===== config.mk =====
export PLATFORM = sky130hd
export DESIGN_NAME = port_gpio
export DESIGN_NICKNAME = d
export VERILOG_FILES = /design/src/pin_sync.v /design/src/port_gpio.v
export VERILOG_INCLUDE_DIRS = /design/src
export SDC_FILE = /design/constraint.sdc
export NUM_CORES = 1
export LEC_CHECK = 0
export ABC_AREA = 1
export BUFFER_PORTS_ARGS = -buffer_cell sky130_fd_sc_hd__buf_2
export CAP_MARGIN = 20
export CORE_ASPECT_RATIO = 1.75
export CORE_UTILIZATION = 40
export DETAILED_ROUTE_END_ITERATION = 6
export PLACE_DENSITY = 0.74
export SLEW_MARGIN = 20
export SYNTH_ARGS = -nofsm -noshare
export SYNTH_HDL_FRONTEND = slang
export SYNTH_SLANG_ARGS = --single-unit
export TNS_END_PERCENT = 5

===== constraint.sdc =====
create_clock -name core_clk_i -period 1.4 [get_ports core_clk_i]
set_input_delay 0.07 -clock core_clk_i [delete_from_list [all_inputs] [get_ports core_clk_i]]
set_output_delay 0.07 -clock core_clk_i [all_outputs]
set_load 0.01 [all_outputs]

===== src/port_gpio_defs.vh =====
// constants and register map of the serial-shared port and plain gpio port
`ifndef PORT_GPIO_DEFS_VH
`define PORT_GPIO_DEFS_VH

// register byte offsets
`define OFS_PLAIN_DIR       12'h000
`define OFS_PLAIN_DATA      12'h004
`define OFS_SHARED_DIR      12'h008
`define OFS_SHARED_DATA     12'h00c
`define OFS_PIN_MODE        12'h010
`define OFS_SERIAL_CTRL     12'h014
`define OFS_PIN_FUNC        12'h018
`define ADDR_W              12

// widths
`define PLAIN_W             8
`define SHARED_W            5

// reset values
`define PLAIN_DIR_RST       8'h00
`define PLAIN_DATA_RST      8'h00
`define SHARED_DIR_RST      5'h00
`define SHARED_DATA_RST     5'h00
`define PIN_MODE_RST        1'b0
`define SERIAL_CTRL_RST     4'h0

// fixed read values
`define DIR_READ_VAL        32'h0000_0000
`define SHARED_RSVD_ONES    3'h7
`define ZERO_WORD           32'h0000_0000

// pin mode register field
`define PMODE_TXSEL_BIT     1

// serial control register fields
`define SCTL_RXEN_BIT       0
`define SCTL_CKLO_BIT       1
`define SCTL_CKHI_BIT       2
`define SCTL_COM_BIT        3
`define SCTL_W              4

// shared pin indices
`define PIN_SCK             0
`define PIN_RXD             1
`define PIN_TXD             2

// pin function status fields
`define PFUNC_GPIO0_BIT     0
`define PFUNC_SCKO_BIT      1
`define PFUNC_SCKI_BIT      2
`define PFUNC_RXD_BIT       3
`define PFUNC_TXD_BIT       4
`define PFUNC_W             5

`endif


===== src/pin_sync.v =====
// two-flop synchroniser for asynchronous pin inputs
`timescale 1ns/100ps
module pin_sync #(
  parameter W = 8
) (
  input  wire         core_clk_i,
  input  wire         nrst_i,
  input  wire [W-1:0] async_i,
  output wire [W-1:0] sync_o
);

  reg [W-1:0] meta_q;
  reg [W-1:0] sync_q;

  // first stage feeds only the second
  always @(posedge core_clk_i or negedge nrst_i) begin
    if (!nrst_i) begin
      meta_q <= {W{1'b0}};
      sync_q <= {W{1'b0}};
    end else begin
      meta_q <= async_i;
      sync_q <= meta_q;
    end
  end

  assign sync_o = sync_q;

endmodule // pin_sync


===== src/port_gpio.v =====
// serial-shared port and plain gpio port with apb register access
//
// Local design decisions: the placing of the registers and the APB interface to the registers.
`timescale 1ns/100ps
`include "port_gpio_defs.vh"
module port_gpio (
  input  wire        core_clk_i,
  input  wire        nrst_i,
  // apb slave
  input  wire        psel_i,
  input  wire        penable_i,
  input  wire        pwrite_i,
  input  wire [31:0] paddr_i,
  input  wire [31:0] pwdata_i,
  input  wire [3:0]  pstrb_i,
  output wire        pready_o,
  output wire [31:0] prdata_o,
  output wire        pslverr_o,
  // plain port pins
  input  wire [7:0]  plain_pin_i,
  output wire [7:0]  plain_pin_o,
  output wire [7:0]  plain_pin_oe_o,
  // serial-shared port pins
  input  wire [4:0]  shared_pin_i,
  output wire [4:0]  shared_pin_o,
  output wire [4:0]  shared_pin_oe_o,
  // serial interface side
  input  wire        ser_txd_i,
  input  wire        ser_sck_out_i,
  output wire        ser_rxd_o,
  output wire        ser_sck_in_o
);

  ////////////////////////////////////////////////////////////////////////////
  // state
  // registers written over apb; reset clears every one of them
  // serial control and pin mode bits are held here as well
  // widths stay fixed: eight plain pins, five shared pins
  // direction bits are write-only and read back as zero
  // software keeps its own shadow, no read-modify-write
  // pin drives and serial inputs pass one more flop,
  // so each output of the block leaves a flip-flop;
  // the price is one cycle from register write to pin

  reg [`PLAIN_W-1:0]  plain_port_direction_q;
  reg [`PLAIN_W-1:0]  plain_port_data_q;
  reg [`SHARED_W-1:0] shared_port_direction_q;
  reg [`SHARED_W-1:0] shared_port_data_q;
  reg                 pin_mode_select_reg_q;
  reg [`SCTL_W-1:0]   serial_control_reg_q;

  reg                 pready_q;
  reg [31:0]          prdata_q;
  reg                 pslverr_q;

  reg [`PLAIN_W-1:0]  plain_out_q;
  reg [`PLAIN_W-1:0]  plain_oe_q;
  reg [`SHARED_W-1:0] shared_out_q;
  reg [`SHARED_W-1:0] shared_oe_q;
  reg                 ser_rxd_q;
  reg                 ser_sck_in_q;

  wire [`PLAIN_W-1:0]  plain_sync;
  wire [`SHARED_W-1:0] shared_sync;

  ////////////////////////////////////////////////////////////////////////////
  // pin input synchronisers
  // pin levels come from outside the clock domain
  // two flops each before any logic looks at them
  // the first stage feeds nothing but the second
  // both stages clear to low at reset
  // a read of an input pin lags the pin by two cycles

  // plain port pin levels
  pin_sync #(
    .W (`PLAIN_W)
  ) u_plain_sync (
    .core_clk_i (core_clk_i),
    .nrst_i     (nrst_i),
    .async_i    (plain_pin_i),
    .sync_o     (plain_sync)
  );

  // shared port pin levels
  pin_sync #(
    .W (`SHARED_W)
  ) u_shared_sync (
    .core_clk_i (core_clk_i),
    .nrst_i     (nrst_i),
    .async_i    (shared_pin_i),
    .sync_o     (shared_sync)
  );

  ////////////////////////////////////////////////////////////////////////////
  // serial pin function decode
  // serial control bits outrank the direction bits
  // pins 4 and 3: direction bit alone
  // pin 2: transmit select forces serial transmit out
  // pin 1: receive enable forces an input for receive
  // pin 0: clock enable high gives a clock input,
  //   else clock enable low or mode bit a clock output,
  //   else the direction bit
  // a pin taken as serial input shows oe low, out low
  // transmit and clock levels come from this clock,
  // so they need no synchroniser
  // the function status register shows this decode
  // so software can see which pins the serial side holds

  wire txsel    = pin_mode_select_reg_q;
  wire rx_en    = serial_control_reg_q[`SCTL_RXEN_BIT];
  wire cke_low  = serial_control_reg_q[`SCTL_CKLO_BIT];
  wire cke_high = serial_control_reg_q[`SCTL_CKHI_BIT];
  wire com_mode = serial_control_reg_q[`SCTL_COM_BIT];

  // pin 0 by clock enables, then mode bit, then direction
  wire sck_in   = cke_high;
  wire sck_out  = !cke_high && (cke_low || com_mode);
  wire sck_gpio = !cke_high && !cke_low && !com_mode;

  // effective output enable and value of each shared pin
  reg [`SHARED_W-1:0] shared_oe_d;
  reg [`SHARED_W-1:0] shared_out_d;

  always @* begin
    // pins 4 and 3 plain direction
    shared_oe_d  = shared_port_direction_q;
    shared_out_d = shared_port_data_q;
    // pin 2: transmit select wins over direction
    if (txsel) begin
      shared_oe_d[`PIN_TXD]  = 1'b1;
      shared_out_d[`PIN_TXD] = ser_txd_i;
    end
    // pin 1: receive enable makes it an input
    if (rx_en) begin
      shared_oe_d[`PIN_RXD]  = 1'b0;
      shared_out_d[`PIN_RXD] = 1'b0;
    end
    // pin 0: serial clock input or output
    if (sck_in) begin
      shared_oe_d[`PIN_SCK]  = 1'b0;
      shared_out_d[`PIN_SCK] = 1'b0;
    end else if (sck_out) begin
      shared_oe_d[`PIN_SCK]  = 1'b1;
      shared_out_d[`PIN_SCK] = ser_sck_out_i;
    end
  end

  // shared pins acting as general outputs
  wire [`SHARED_W-1:0] shared_gpio_out;
  assign shared_gpio_out = shared_port_direction_q &
                           {1'b1, 1'b1, !txsel, !rx_en, sck_gpio};

  ////////////////////////////////////////////////////////////////////////////
  // pin output registers
  // every drive and enable leaves a flop, no glitch on pins
  // output value and enable change on the same edge
  // so a pin never turns on with stale data
  // plain pins copy direction and data bits directly
  // reset releases all pins: oe low means input
  // serial inputs read zero while their function is off
  // received level passes the synchroniser first

  // every pin drive comes from a flop
  always @(posedge core_clk_i or negedge nrst_i) begin
    if (!nrst_i) begin
      plain_out_q  <= `PLAIN_DATA_RST;
      plain_oe_q   <= `PLAIN_DIR_RST;
      shared_out_q <= `SHARED_DATA_RST;
      shared_oe_q  <= `SHARED_DIR_RST;
      ser_rxd_q    <= 1'b0;
      ser_sck_in_q <= 1'b0;
    end else begin
      plain_out_q  <= plain_port_data_q;
      plain_oe_q   <= plain_port_direction_q;
      shared_out_q <= shared_out_d;
      shared_oe_q  <= shared_oe_d;
      ser_rxd_q    <= rx_en & shared_sync[`PIN_RXD];
      ser_sck_in_q <= sck_in & shared_sync[`PIN_SCK];
    end
  end

  assign plain_pin_o     = plain_out_q;
  assign plain_pin_oe_o  = plain_oe_q;
  assign shared_pin_o    = shared_out_q;
  assign shared_pin_oe_o = shared_oe_q;
  assign ser_rxd_o       = ser_rxd_q;
  assign ser_sck_in_o    = ser_sck_in_q;

  ////////////////////////////////////////////////////////////////////////////
  // apb decode
  // one aligned word per register, data in the low bits
  // 000 plain direction, 004 plain data
  // 008 shared direction, 00c shared data
  // 010 pin mode, 014 serial control
  // 018 pin function status, read only
  // upper address bits must be zero to hit
  // a miss or a status write gets a slave error
  // a write with the low byte strobe off is dropped quietly
  // no other strobe bit matters, the high bytes are unused

  wire [`ADDR_W-1:0] addr = paddr_i[`ADDR_W-1:0];
  wire               hi_zero = (paddr_i[31:`ADDR_W] == 20'h00000);

  wire hit_plain_dir   = hi_zero && (addr == `OFS_PLAIN_DIR);
  wire hit_plain_data  = hi_zero && (addr == `OFS_PLAIN_DATA);
  wire hit_shared_dir  = hi_zero && (addr == `OFS_SHARED_DIR);
  wire hit_shared_data = hi_zero && (addr == `OFS_SHARED_DATA);
  wire hit_pin_mode    = hi_zero && (addr == `OFS_PIN_MODE);
  wire hit_serial_ctrl = hi_zero && (addr == `OFS_SERIAL_CTRL);
  wire hit_pin_func    = hi_zero && (addr == `OFS_PIN_FUNC);

  wire hit_any = hit_plain_dir | hit_plain_data | hit_shared_dir |
                 hit_shared_data | hit_pin_mode | hit_serial_ctrl |
                 hit_pin_func;

  // the status register takes no writes
  wire bad_access = !hit_any || (pwrite_i && hit_pin_func);

  // first access cycle prepares the answer, second one completes it
  wire acc_first = psel_i && penable_i && !pready_q;
  wire acc_done  = psel_i && penable_i && pready_q;
  wire wr_ok     = acc_done && pwrite_i && !pslverr_q && pstrb_i[0];

  ////////////////////////////////////////////////////////////////////////////
  // read data mux
  // direction registers answer zero, never their content
  // data registers merge stored bits and pin levels:
  //   stored bit where the pin is a general output
  //   synchronised level everywhere else
  // a pin held by the serial side reads its level
  // shared data bits 7 to 5 read as ones
  // unmapped reads answer zero
  // the mux is sampled once, in the first access cycle
  // the read answer stands one cycle with pready

  reg [31:0] rdata_d;

  always @* begin
    rdata_d = `ZERO_WORD;
    if (hit_plain_dir || hit_shared_dir) begin
      rdata_d = `DIR_READ_VAL;
    end else if (hit_plain_data) begin
      rdata_d[`PLAIN_W-1:0] = (plain_port_data_q & plain_port_direction_q) |
                              (plain_sync & ~plain_port_direction_q);
    end else if (hit_shared_data) begin
      rdata_d[`SHARED_W-1:0] = (shared_port_data_q & shared_gpio_out) |
                               (shared_sync & ~shared_gpio_out);
      rdata_d[`PLAIN_W-1:`SHARED_W] = `SHARED_RSVD_ONES;
    end else if (hit_pin_mode) begin
      rdata_d[`PMODE_TXSEL_BIT] = pin_mode_select_reg_q;
    end else if (hit_serial_ctrl) begin
      rdata_d[`SCTL_W-1:0] = serial_control_reg_q;
    end else if (hit_pin_func) begin
      rdata_d[`PFUNC_GPIO0_BIT] = sck_gpio;
      rdata_d[`PFUNC_SCKO_BIT]  = sck_out;
      rdata_d[`PFUNC_SCKI_BIT]  = sck_in;
      rdata_d[`PFUNC_RXD_BIT]   = rx_en;
      rdata_d[`PFUNC_TXD_BIT]   = txsel;
    end
  end

  ////////////////////////////////////////////////////////////////////////////
  // apb handshake
  // cycle 0: setup, psel high, penable low
  // cycle 1: first access cycle, answer prepared
  // cycle 2: pready high, read data and error stand
  // a write takes effect at the end of cycle 2
  // pready stands one cycle only, then drops
  // back to back transfers need no idle cycle
  // read data is zero outside the answer cycle
  // the slave never stretches beyond one wait state
  // nothing here depends on the read data of a write

  // one wait state, answer registered
  always @(posedge core_clk_i or negedge nrst_i) begin
    if (!nrst_i) begin
      pready_q  <= 1'b0;
      prdata_q  <= `ZERO_WORD;
      pslverr_q <= 1'b0;
    end else if (acc_first) begin
      pready_q  <= 1'b1;
      pslverr_q <= bad_access;
      prdata_q  <= (pwrite_i || bad_access) ? `ZERO_WORD : rdata_d;
    end else begin
      pready_q  <= 1'b0;
      pslverr_q <= 1'b0;
      prdata_q  <= `ZERO_WORD;
    end
  end

  assign pready_o  = pready_q;
  assign prdata_o  = prdata_q;
  assign pslverr_o = pslverr_q;

  ////////////////////////////////////////////////////////////////////////////
  // register writes
  // writes land only at the edge where pready is seen
  // an errored transfer leaves every register alone
  // only the low byte of write data is used
  // bits above each register's width are dropped
  // each register decodes its own offset
  // reads never change a register
  // a new write shows on the pins one cycle later

  // plain port direction and data
  always @(posedge core_clk_i or negedge nrst_i) begin
    if (!nrst_i) begin
      plain_port_direction_q <= `PLAIN_DIR_RST;
      plain_port_data_q      <= `PLAIN_DATA_RST;
    end else if (wr_ok) begin
      if (hit_plain_dir) begin
        plain_port_direction_q <= pwdata_i[`PLAIN_W-1:0];
      end
      if (hit_plain_data) begin
        plain_port_data_q <= pwdata_i[`PLAIN_W-1:0];
      end
    end
  end

  // shared port direction and data
  always @(posedge core_clk_i or negedge nrst_i) begin
    if (!nrst_i) begin
      shared_port_direction_q <= `SHARED_DIR_RST;
      shared_port_data_q      <= `SHARED_DATA_RST;
    end else if (wr_ok) begin
      if (hit_shared_dir) begin
        shared_port_direction_q <= pwdata_i[`SHARED_W-1:0];
      end
      if (hit_shared_data) begin
        shared_port_data_q <= pwdata_i[`SHARED_W-1:0];
      end
    end
  end

  // pin mode and serial control bits
  always @(posedge core_clk_i or negedge nrst_i) begin
    if (!nrst_i) begin
      pin_mode_select_reg_q <= `PIN_MODE_RST;
      serial_control_reg_q  <= `SERIAL_CTRL_RST;
    end else if (wr_ok) begin
      if (hit_pin_mode) begin
        pin_mode_select_reg_q <= pwdata_i[`PMODE_TXSEL_BIT];
      end
      if (hit_serial_ctrl) begin
        serial_control_reg_q <= pwdata_i[`SCTL_W-1:0];
      end
    end
  end

endmodule // port_gpio


==> reports/metrics.cfg, run 1 <==
[cells_and_area]
drive_above_1_share_pct = 36.46
final_cells = 676
antenna_cells = 0
syn_to_final_growth_pct = 38.54
fin_nets = 637
fin_util_pct = 56.69

[sta]
fin_crit_sh_pct = 98.23
fin_crit_ps = 1375
fmax_ghz = 0.7271
maxSlewViolCount = 0
setup_viol = 0
holdWs_ps = 46.07
rsz0062_at_grt = true
clock_skew_ps = 6.681
finalHoldViolCount = 0

[logic_synthesis]
ys_seq_elements = 95
syn_inst = 376
ys_warn_count = 0
ys_seq_area_share_pct = 61.75
syn_area_mm2 = 0.003850
synth_ff_type = dfrtp_1
yosysMostFrequentCell = dfrtp_1
yosysTopAreaCell = dfrtp_1
syn_area_per_cell_um2 = 10.24
yosysTopAreaCellShare_pct = 61.75
async_flop_share_pct = 100.0
synth_common_cells = 95 x dfrtp_1, 63 x nand2_1, 56 x nor2_1, 36 x inv_1, 25 x o21ai_0
synth_area_leaders = dfrtp_1 62%, nand2_1 6.1%, nor2_1 5.5%
synth_cell_type_count = 33
synth_edf_count = 0

[global_routing]
grt_first_pass_wirelength_mm = 14.66
gr-total-overflow = 0
grt_usage_pct = 19.46
grt_max_degree = 34
first_global_vias = 3030
antenna_found_initial = 0

[clock_tree]
cts_inserted_buffers = 9
cts_sinks = 95
cts_root_buffer = clkbuf_16
cts_tree = yes
htree_num_levels = 3
path_clk_slew_ps = 60
clock_path_buffers = 2
worstSkewPairLatency_ps = 340

[floorplanning]
fp.dieArea_mm2 = 0.01004
ioPinCount = 150
initial_core_util_pct = 40.92
die_w_um = 76.16
design.core.area_mm2 = 0.009409
die_height_um = 131.8
core.rowCount = 47

[critical_path]
cp.required_ps = 1620
worst_setup_path_end_kind = flip-flop
r2r_setup_slack_ps = 20
worstPathArrival_ps = 1590
worstReg2RegStart = pslverr_o
crit_fanout = 8
start_kind = flip-flop
critical_path_class = flip-flop to flip-flop
timing.rr.end = plain_port_direction_q[1]
r2r_cells = 6

[worst_hold_path]
min_path_type = input port to flip-flop
min_to = pin_mode_select_reg_q
min_path_cells = 3
min-delay-start = pwdata_i[1]

[routing]
wl_met3_um = 482
routed_wl_mm = 9.398
via_count = 3101
ant_nets = 0
wl_met1_mm = 3.478
drc_errors = 0
wl_met2_mm = 5.078
wl_per_cell_um = 13.90
avgViaCountPerCell = 4.587
highest-signal-layer = met4
drt_iter0_drc = 149
drt-pass1-iter-count = 4

[power_and_ir_drop]
p_total_mw = 5.505
leakage_nw = 2.818
peakVddDrop_v = 0.0008517
power_density_mw_per_mm2 = 1032

[run]
max-cap-violations = 0

[outcome]
outcome = complete, no violations

[placement]
place.gp.congestion = 0.8944
io_buffers = 98
dp_cells = 632
dpl.hpwl_mm = 6.730

[per-stage QoR]
step | TNS (ps) | setup slack [ps] | instance area (µm²)
after detailed placement | -3788 | -166.0 | 4687
after global routing | -940.8 | -58.66 | 5334
after CTS | -169.6 | -31.84 | 5199
after floorplan | 0 | 66.99 | 3936
after global placement | -3104 | -133.3 | 4687
final | 0 | 24.73 | 5334
[cell usage in the layout, fill, tap and decap left out, drive strengths merged, types with 6 or more instances in the layout]
cell | netlist | routed
nand4 | 5 | 6
inv | 38 | 40
nor2 | 60 | 60
clkbuf | 0 | 12
dfrtp | 95 | 95
nand2 | 64 | 64
a21oi | 7 | 7
nand3 | 22 | 23
o21ai | 38 | 38
buf | 27 | 145
conb | 1 | 24
dlygate4sd3 | 0 | 19
[flip-flops by register name, summed over array words and instances, names as in the netlist, 8 cells and up]
name / count
plain_pin_o: 8
plain_pin_oe_o: 8
plain_port_data_q: 8
plain_port_direction_q: 8
prdata_o: 8
u_plain_sync.meta_q: 8
u_plain_sync.sync_o: 8
[worst max path at each step]
stage	startpoint	to	slack [ps]	cells past startpoint
2_1_floorplan	pslverr_o	plain_port_direction_q[5]	70	7
4_1_cts	pslverr_o	plain_port_data_q[0]	-30	6
3_3_place_gp	paddr_i[29]	prdata_o[1]	-130	11
6_report	pslverr_o	plain_port_direction_q[1]	20	6
5_1_grt	pslverr_o	shared_port_direction_q[0]	-60	7
3_5_place_dp	paddr_i[9]	plain_port_data_q[0]	-170	9
[critical path: stages, from the launching register on]
cell	delay, ps
dfrtp_1	390
nor3_2	170
nand2_1	120
clkinv_4	140
nand4_4	200
nand2_1	130
o21ai_0	90
[report_power, final]
group	internal [mW]	total (mW)	leakage (nW)	switching, mW
Clock	1.33	2.34	0.142	1.02
Sequential	2.79	2.80	1.25	0.0135
Combinational	0.155	0.362	1.42	0.207
Total	4.27	5.50	2.82	1.24
[metal layers]
layer,vias up,GRT usage (%)
li1,1504,-
met1,1446,20.49
met2,130,35.40
met3,21,3.737
met4,0,11.75
met5,-,0
[kinds of logic after synthesis]
logic type,synth area share [%]
and+or+nand+nor,19.82
DFF,61.75
buffers and inverters,9.100
AOI/OAI and AO/OA,7.767
muxes,1.462
other,0.09740
[what timing repair did]
item                                    4_1_cts  5_1_grt
cloned                                        1        1
hold buffers                                 19        0
endpoints found under the setup margin       22       34
pin swaps                                     2       10
buffers inserted                              0        7
resized for setup                             5       16
endpoints found under the hold margin        44        0
[layout make-up]
type	count	area [µm²]
clock inverters	4	36.28
flip-flops and latches	95	2377
clock buffers	12	256.5
fillers	852	4075
multi-input cells	241	1291
well taps	122	152.6
inverters	38	147.6
repair buffers	164	1072
Power figures use the tool's default switching activity.
==> run 2, diff against run 1 <==
--- a/config.mk
+++ b/config.mk
@@ -12,7 +12,7 @@
 export CORE_ASPECT_RATIO = 1.75
 export CORE_UTILIZATION = 40
 export DETAILED_ROUTE_END_ITERATION = 6
-export PLACE_DENSITY = 0.74
+export PLACE_DENSITY = 0.71
 export SLEW_MARGIN = 20
 export SYNTH_ARGS = -nofsm -noshare
 export SYNTH_HDL_FRONTEND = slang
==> run 2 against run 1 <==
Compared with the run above:
- clock power barely moved
- clock skew grew 1.8 ps
- fmax is 0.15% higher
- global-route usage fell by 0.52 points
- worst setup slack better by 2.1 ps
- hold slack got worse by 25 ps
- power down 0.21%
- sequential share of layout area up 0.48 points
- die area unchanged
- first-iteration DRC count is 21% higher
- largest power group unchanged
==> reports/metrics.cfg, run 2 (synthesis gave the netlist of run 1 again) <==
[floorplanning]
die_w_um = 76.16  ; unchanged
fp.dieArea_mm2 = 0.01004  ; unchanged
ioPinCount = 150  ; unchanged
die_height_um = 131.8  ; unchanged
initial_core_util_pct = 40.92  ; unchanged
core.rowCount = 47  ; unchanged
design.core.area_mm2 = 0.009409  ; unchanged

[global_routing]
grt_usage_pct = 18.93  ; -0.52 points
grt_max_degree = 36  ; +5.9%
first_global_vias = 2990  ; -1.3%
gr-total-overflow = 0  ; unchanged
antenna_found_initial = 0  ; unchanged
grt_first_pass_wirelength_mm = 14.37  ; -2.0%

[sta]
rsz0062_at_grt = true
maxSlewViolCount = 0  ; unchanged
tightest_slew_ps = 492.6
finalHoldViolCount = 0  ; unchanged
fmax_ghz = 0.7282  ; +0.15%
setup_ws_ps = 26.79  ; +2.064 ps
setup_viol = 0  ; unchanged
fin_crit_ps = 1373  ; -2.064 ps
clock_skew_ps = 8.448  ; +1.768 ps
fin_crit_sh_pct = 98.09  ; -0.15 points
maxSlewHeadroom_pct = 66.86

[critical_path]
r2r_setup_slack_ps = 30  ; about the same
crit_buf_inv = 1  ; unchanged
crit_start = pslverr_o
worstPathArrival_ps = 1590  ; about the same
worst_setup_path_end_kind = flip-flop
path_cells = nor3_2 -> nand2_2 -> clkinv_2 -> nand4_4 -> nand2_1 -> o21ai_0
cpMaxStageDelayCell = dfrtp_1
critical_path_depth = 6  ; unchanged
start_kind = flip-flop
timing.rr.end = plain_port_direction_q[1]
slowest_delay_ps = 390  ; about the same
worstSetupEndpoint = plain_port_direction_q[1]
crit_fanout = 8  ; unchanged
worstReg2RegStart = pslverr_o
critical_path_class = flip-flop to flip-flop
r2r_cells = 6  ; unchanged
cp.required_ps = 1620  ; about the same
path_delay_family = simple AND/OR/NAND/NOR gates

[placement]
pre_cts_ws_ps = -179.4  ; -13.37 ps
io_buffers = 98  ; unchanged
place.gp.congestion = 0.8826  ; -1.3%
dpl.hpwl_mm = 6.716  ; -0.20%

[cells_and_area]
antenna_cells = 0  ; unchanged
fin_nets = 625  ; -1.9%
nFillCells = 846  ; -0.70%
drive_above_1_share_pct = 35.79  ; -0.67 points
syn_to_final_growth_pct = 37.08
mostFrequentLayoutCells = 97 x buf_2, 95 x dfrtp_1, 59 x nand2_1
fin_util_pct = 56.09  ; -0.60 points
final_common_cell = buf_2

[routing]
avgViaCountPerCell = 4.640  ; +1.2%
drc_errors = 0  ; unchanged
via_count = 3081  ; -0.64%
routed_wl_mm = 9.496  ; +1.0%
wl_per_cell_um = 14.30  ; +2.9%
drt_iter0_drc = 180  ; +21%
ant_nets = 0  ; unchanged
drt-pass1-iter-count = 4  ; unchanged

[clock_tree]
cts_tree = yes
path_clk_slew_ps = 70  ; about the same
cts_inserted_buffers = 9  ; unchanged
cts_root_buffer = clkbuf_16
clock_path_buffers = 2  ; unchanged
cts_sinks = 95  ; unchanged
htree_num_levels = 3  ; unchanged
worstSkewPairLatency_ps = 340  ; about the same

[power_and_ir_drop]
leakage_nw = 2.772  ; -1.6%
power_density_mw_per_mm2 = 1041  ; +0.86%
peakVddDrop_v = 0.0006006  ; -29%

[worst_hold_path]
min_path_type = input port to flip-flop

[outcome]
outcome = complete, no violations

[run]
max-cap-violations = 0  ; unchanged

run 2: cell count changes in the layout (fill, tap and decap cells not counted), sizes merged:
cell	delta
buf	-13
clkbuf	-2
clkinv	+2
clkinvlp	+1
dlygate4sd3	-1
nand4	+1
run 2: metal layers:
layer  vias to the layer above  track usage (%)  wire length, µm
met3                        18            2.837              465
li1                       1491                -                -
met4                         0            10.58              318
met5                         -                0                0
met2                       120            36.01             5385
met1                      1452            19.42             3327
run 2: worst min path at each step:
stage           startpoint  cells after the start                     to  slack [ps]
2_1_floorplan       nrst_i                      0  pin_mode_select_reg_q        -230
3_3_place_gp        nrst_i                      1              ser_rxd_o          40
3_5_place_dp        nrst_i                      1              ser_rxd_o          50
4_1_cts          penable_i                      3               pready_o          10
5_1_grt        pwdata_i[7]                      3   plain_port_data_q[7]          40
6_report       pwdata_i[7]                      3   plain_port_data_q[7]          20
run 2: where the power goes:
group          internal, mW  switching [mW]
registers              2.79          0.0135
logic                 0.153           0.207
clock network          1.27            1.06
total                  4.21            1.28
run 2: timing repair:
| action | in CTS | in global routing |
|---|---|---|
| pin swaps | 1 | 9 |
| endpoints found under the setup margin | 21 | 33 |
| hold endpoints to repair | 50 | 0 |
| gates resized for setup | 8 | 16 |
| cloned | 0 | 4 |
| buffers inserted | 0 | 4 |
| hold buffers | 18 | 0 |
run 2: tightest hold or removal path, cell delays in order:
cell and delay, ps:
buf_2 100, inv_1 90, o21ai_2 70
run 2: metrics by stage:
stage / instances / TNS [ps] / power (mW) / hold WS, ps / area, µm²
after global routing: 664 / -705.8 / 5.703 / 39.93 / 5278
final: 664 / 0 / 5.493 / 20.75 / 5278
after detailed placement: 622 / -4162 / 3.165 / 51.20 / 4637
after global placement: 622 / -1752 / 3.159 / 43.51 / 4637
after CTS: 656 / -61.05 / 5.541 / 12.50 / 5130
after floorplan: 399 / 0 / 3.003 / -225.6 / 3936
run 2: final cells by class:
class / instances / area [µm²] / area share [%]
clock buffers: 10 / 239.0 / 4.528
clock inverters: 6 / 48.80 / 0.9246
inverters: 38 / 147.6 / 2.798
multi-input cells: 242 / 1329 / 25.18
flip-flops and latches: 95 / 2377 / 45.05
well taps: 122 / 152.6 / 2.892
repair buffers: 150 / 978.4 / 18.54
repair inverters: 1 / 5.005 / 0.09483
==> run 3, diff against run 2 <==
--- a/config.mk
+++ b/config.mk
@@ -6,15 +6,15 @@
 export SDC_FILE = /design/constraint.sdc
 export NUM_CORES = 1
 export LEC_CHECK = 0
-export ABC_AREA = 1
-export BUFFER_PORTS_ARGS = -buffer_cell sky130_fd_sc_hd__buf_2
+export BUFFER_PORTS_ARGS = -buffer_cell sky130_fd_sc_hd__clkbuf_2
 export CAP_MARGIN = 20
 export CORE_ASPECT_RATIO = 1.75
 export CORE_UTILIZATION = 40
 export DETAILED_ROUTE_END_ITERATION = 6
-export PLACE_DENSITY = 0.71
+export PLACE_DENSITY = 0.72
 export SLEW_MARGIN = 20
 export SYNTH_ARGS = -nofsm -noshare
 export SYNTH_HDL_FRONTEND = slang
+export SYNTH_HIERARCHICAL = 1
 export SYNTH_SLANG_ARGS = --single-unit
 export TNS_END_PERCENT = 5
==> run 3 against run 2 <==
Compared with the run above:
- the run now ends with negative setup slack left
- clock skew is 3.3 ps lower
- register-to-register slack worse by 360 ps
- first-iteration DRC count is 38% lower
- critical path type unchanged
- critical endpoint is now plain_port_data_q[0]
- highest routed layer unchanged
==> reports/metrics.cfg, run 3 <==
[cells_and_area]
antenna_cells = 0  ; unchanged
syn_to_final_growth_pct = 41.50
fin_nets = 509  ; -19%
mostFrequentLayoutCells = 97 x clkbuf_2, 95 x dfrtp_1, 34 x buf_4
finish.instance_area_mm2 = 0.005251  ; -0.50%
final_cells = 546  ; -18%
drive_above_1_share_pct = 50.00  ; +14 points
final_common_cell = clkbuf_2

[global_routing]
first_global_vias = 2719  ; -9.1%
gr-usage-met3_pct = 3.344  ; +0.51 points
grt_usage_pct = 19.53  ; +0.59 points
met1_usage_pct = 21.67  ; +2.2 points
grt_first_pass_wirelength_mm = 13.55  ; -5.7%
use_met2_pct = 33.07  ; -2.9 points
grt_max_degree = 52  ; +44%
antenna_found_initial = 0  ; unchanged
gr-total-overflow = 0  ; unchanged
grt_busiest_layer = met2

[sta]
maxSlewViolCount = 0  ; unchanged
clock_skew_ps = 5.099  ; -3.349 ps
fin_crit_ps = 1738  ; +364.3 ps
setup_ws_ps = -337.5  ; -364.3 ps
fmax_ghz = 0.5755  ; -21%
finalHoldViolCount = 0  ; unchanged
setup_viol = 38  ; +38
setup_tns_ps = -8808  ; -8808 ps
rsz0062_at_grt = true
holdWs_ps = 21.43  ; +0.6770 ps
fin_crit_sh_pct = 124.1  ; +26 points

[worst_hold_path]
min_path_type = input port to flip-flop

[floorplanning]
die_w_um = 74.81  ; -1.8%
fp.dieArea_mm2 = 0.009682  ; -3.5%
core.rowCount = 46  ; -2.1%
initial_core_util_pct = 41.07  ; +0.15 points
ioPinCount = 150  ; unchanged
design.core.area_mm2 = 0.009036  ; -4.0%
die_height_um = 129.4  ; -1.8%

[power_and_ir_drop]
leakage_nw = 2.643  ; -4.7%
peakVddDrop_v = 0.0006654  ; +11%
power_density_mw_per_mm2 = 1062  ; +2.0%

[logic_synthesis]
syn_inst = 260  ; -31%
ys_warn_count = 6  ; +6
yosysTopAreaCell = dfrtp_1
yosysTopAreaCellShare_pct = 64.06  ; +2.3 points
synth_common_cells = 95 x dfrtp_1, 34 x mux2_2, 24 x buf_4, 10 x a21oi_1, 9 x mux2i_1
syn_area_per_cell_um2 = 14.27  ; +39%
synth_ff_type = dfrtp_1
synth_edf_count = 0  ; unchanged
yosysMostFrequentCell = dfrtp_1
ys_seq_area_share_pct = 64.06  ; +2.3 points
ys_seq_elements = 95  ; unchanged
synth_area_leaders = dfrtp_1 64%, mux2_2 10%, buf_4 4.9%
synth_cell_type_count = 39  ; +18%
syn_area_mm2 = 0.003711  ; -3.6%
async_flop_share_pct = 100.0  ; unchanged

[critical_path]
worst_setup_path_end_kind = flip-flop
start_kind = flip-flop
cp.required_ps = 1640  ; +20 ps
critical_path_class = flip-flop to flip-flop
crit_fanout = 8  ; unchanged
worstPathArrival_ps = 1980  ; +390 ps

[routing]
routed_wl_mm = 8.476  ; -11%
drt-pass1-iter-count = 4  ; unchanged
via_count = 2630  ; -15%
avgViaCountPerCell = 4.817  ; +3.8%
drc_errors = 0  ; unchanged
ant_nets = 0  ; unchanged
wl_per_cell_um = 15.52  ; +8.5%
drt_iter0_drc = 111  ; -38%

[placement]
place.gp.congestion = 0.9079  ; +2.9%
pre_cts_ws_ps = -426.8  ; -247.4 ps
dpl.hpwl_mm = 6.150  ; -8.4%
io_buffers = 98  ; unchanged
dp_cells = 510  ; -18%
dpl_cell_area_mm2 = 0.004567  ; -1.5%

[run]
max-cap-violations = 0  ; unchanged

[clock_tree]
cts_sinks = 95  ; unchanged
postCtsSetupBuffers = 0  ; unchanged
cts_root_buffer = clkbuf_16
cts_inserted_buffers = 9  ; unchanged
path_clk_slew_ps = 70  ; about the same
cts_tree = yes
clock_path_buffers = 2  ; unchanged
htree_num_levels = 3  ; unchanged
worstSkewPairLatency_ps = 350  ; about the same

[outcome]
violations = negative setup slack
outcome = finished with violations

==> run 3: cell count changes after synthesis, sizes merged, moves of 5 or more <==
cell / previous run / this run
nor4: 1 / 12
nor2b: 0 / 7
nor2: 60 / 8
clkbuf: 0 / 5
inv: 38 / 3
nand3: 22 / 4
mux2: 5 / 34
nand2: 64 / 8
mux2i: 0 / 9
o21ai: 38 / 4
==> run 3: stage by stage <==
stage	total power, mW	utilization [%]
final	5.575	58.11
after global routing	5.770	58.11
after CTS	5.616	57.39
after detailed placement	3.167	50.54
after global placement	3.156	50.54
after floorplan	2.987	-
==> run 3: path summary, 6_finish.rpt <==
kind	startpoint	end	slack, ps	cells past startpoint
worst max-delay path	pslverr_o	plain_port_data_q[0]	-340	6
worst min-delay path	pwdata_i[4]	shared_port_direction_q[4]	20	2
min in group asynchronous	nrst_i	prdata_o[6]	100	2
max in group asynchronous	nrst_i	ser_sck_in_o	790	3
worst min register to register	u_plain_sync/meta_q[2]	u_plain_sync/sync_o[2]	350	0
worst max register to register	pslverr_o	plain_port_data_q[0]	-340	6
==> run 3: worst max-delay path: stages (launching register included) <==
cell and delay [ps]:
dfrtp_1 380, and4b_1 290, nand4_2 110, buf_12 160, nor4_4 180, buf_12 180, mux2_2 330
==> run 3: where the power goes <==
part	leakage, nW	switching (mW)	total [mW]	internal (mW)
Clock	0.147	1.15	2.41	1.26
Combinational	1.23	0.205	0.370	0.164
Sequential	1.27	0.0148	2.80	2.78
Total	2.64	1.37	5.58	4.21
==> run 3: kinds of logic (layout without fill, tap and decap cells) <==
kind of cell           after synthesis  after routing  synth area share, %
flip-flops                          95             95                64.06
other                                1             24               0.1010
AO/OA/AOI/OAI                       27             27                4.923
AND/OR/NAND/NOR                     61             61                12.37
buffers and inverters               33            176                5.799
multiplexers                        43             43                12.74
==> run 3: cell type report <==
type                    count  area [µm²]
flip-flops and latches     95        2377
clock inverters             7       73.82
well taps                 120       150.1
inverters                   3       11.26
multi-input cells         155        1379
fillers                   748        3785
clock buffers               9       225.2
repair buffers            157        1035
==> run 3: timing repair <==
action,in CTS,in global routing
resized for setup,29,12
pin swaps,4,2
endpoints found under the setup margin,39,39
hold buffers,20,0
hold endpoints to repair,117,0
==> run 3: per-layer routing <==
layer / vias up / wire length [µm]
met4: 0 / 403
met2: 118 / 4686
met1: 1282 / 2978
met5: - / 0
met3: 28 / 407
li1: 1202 / -
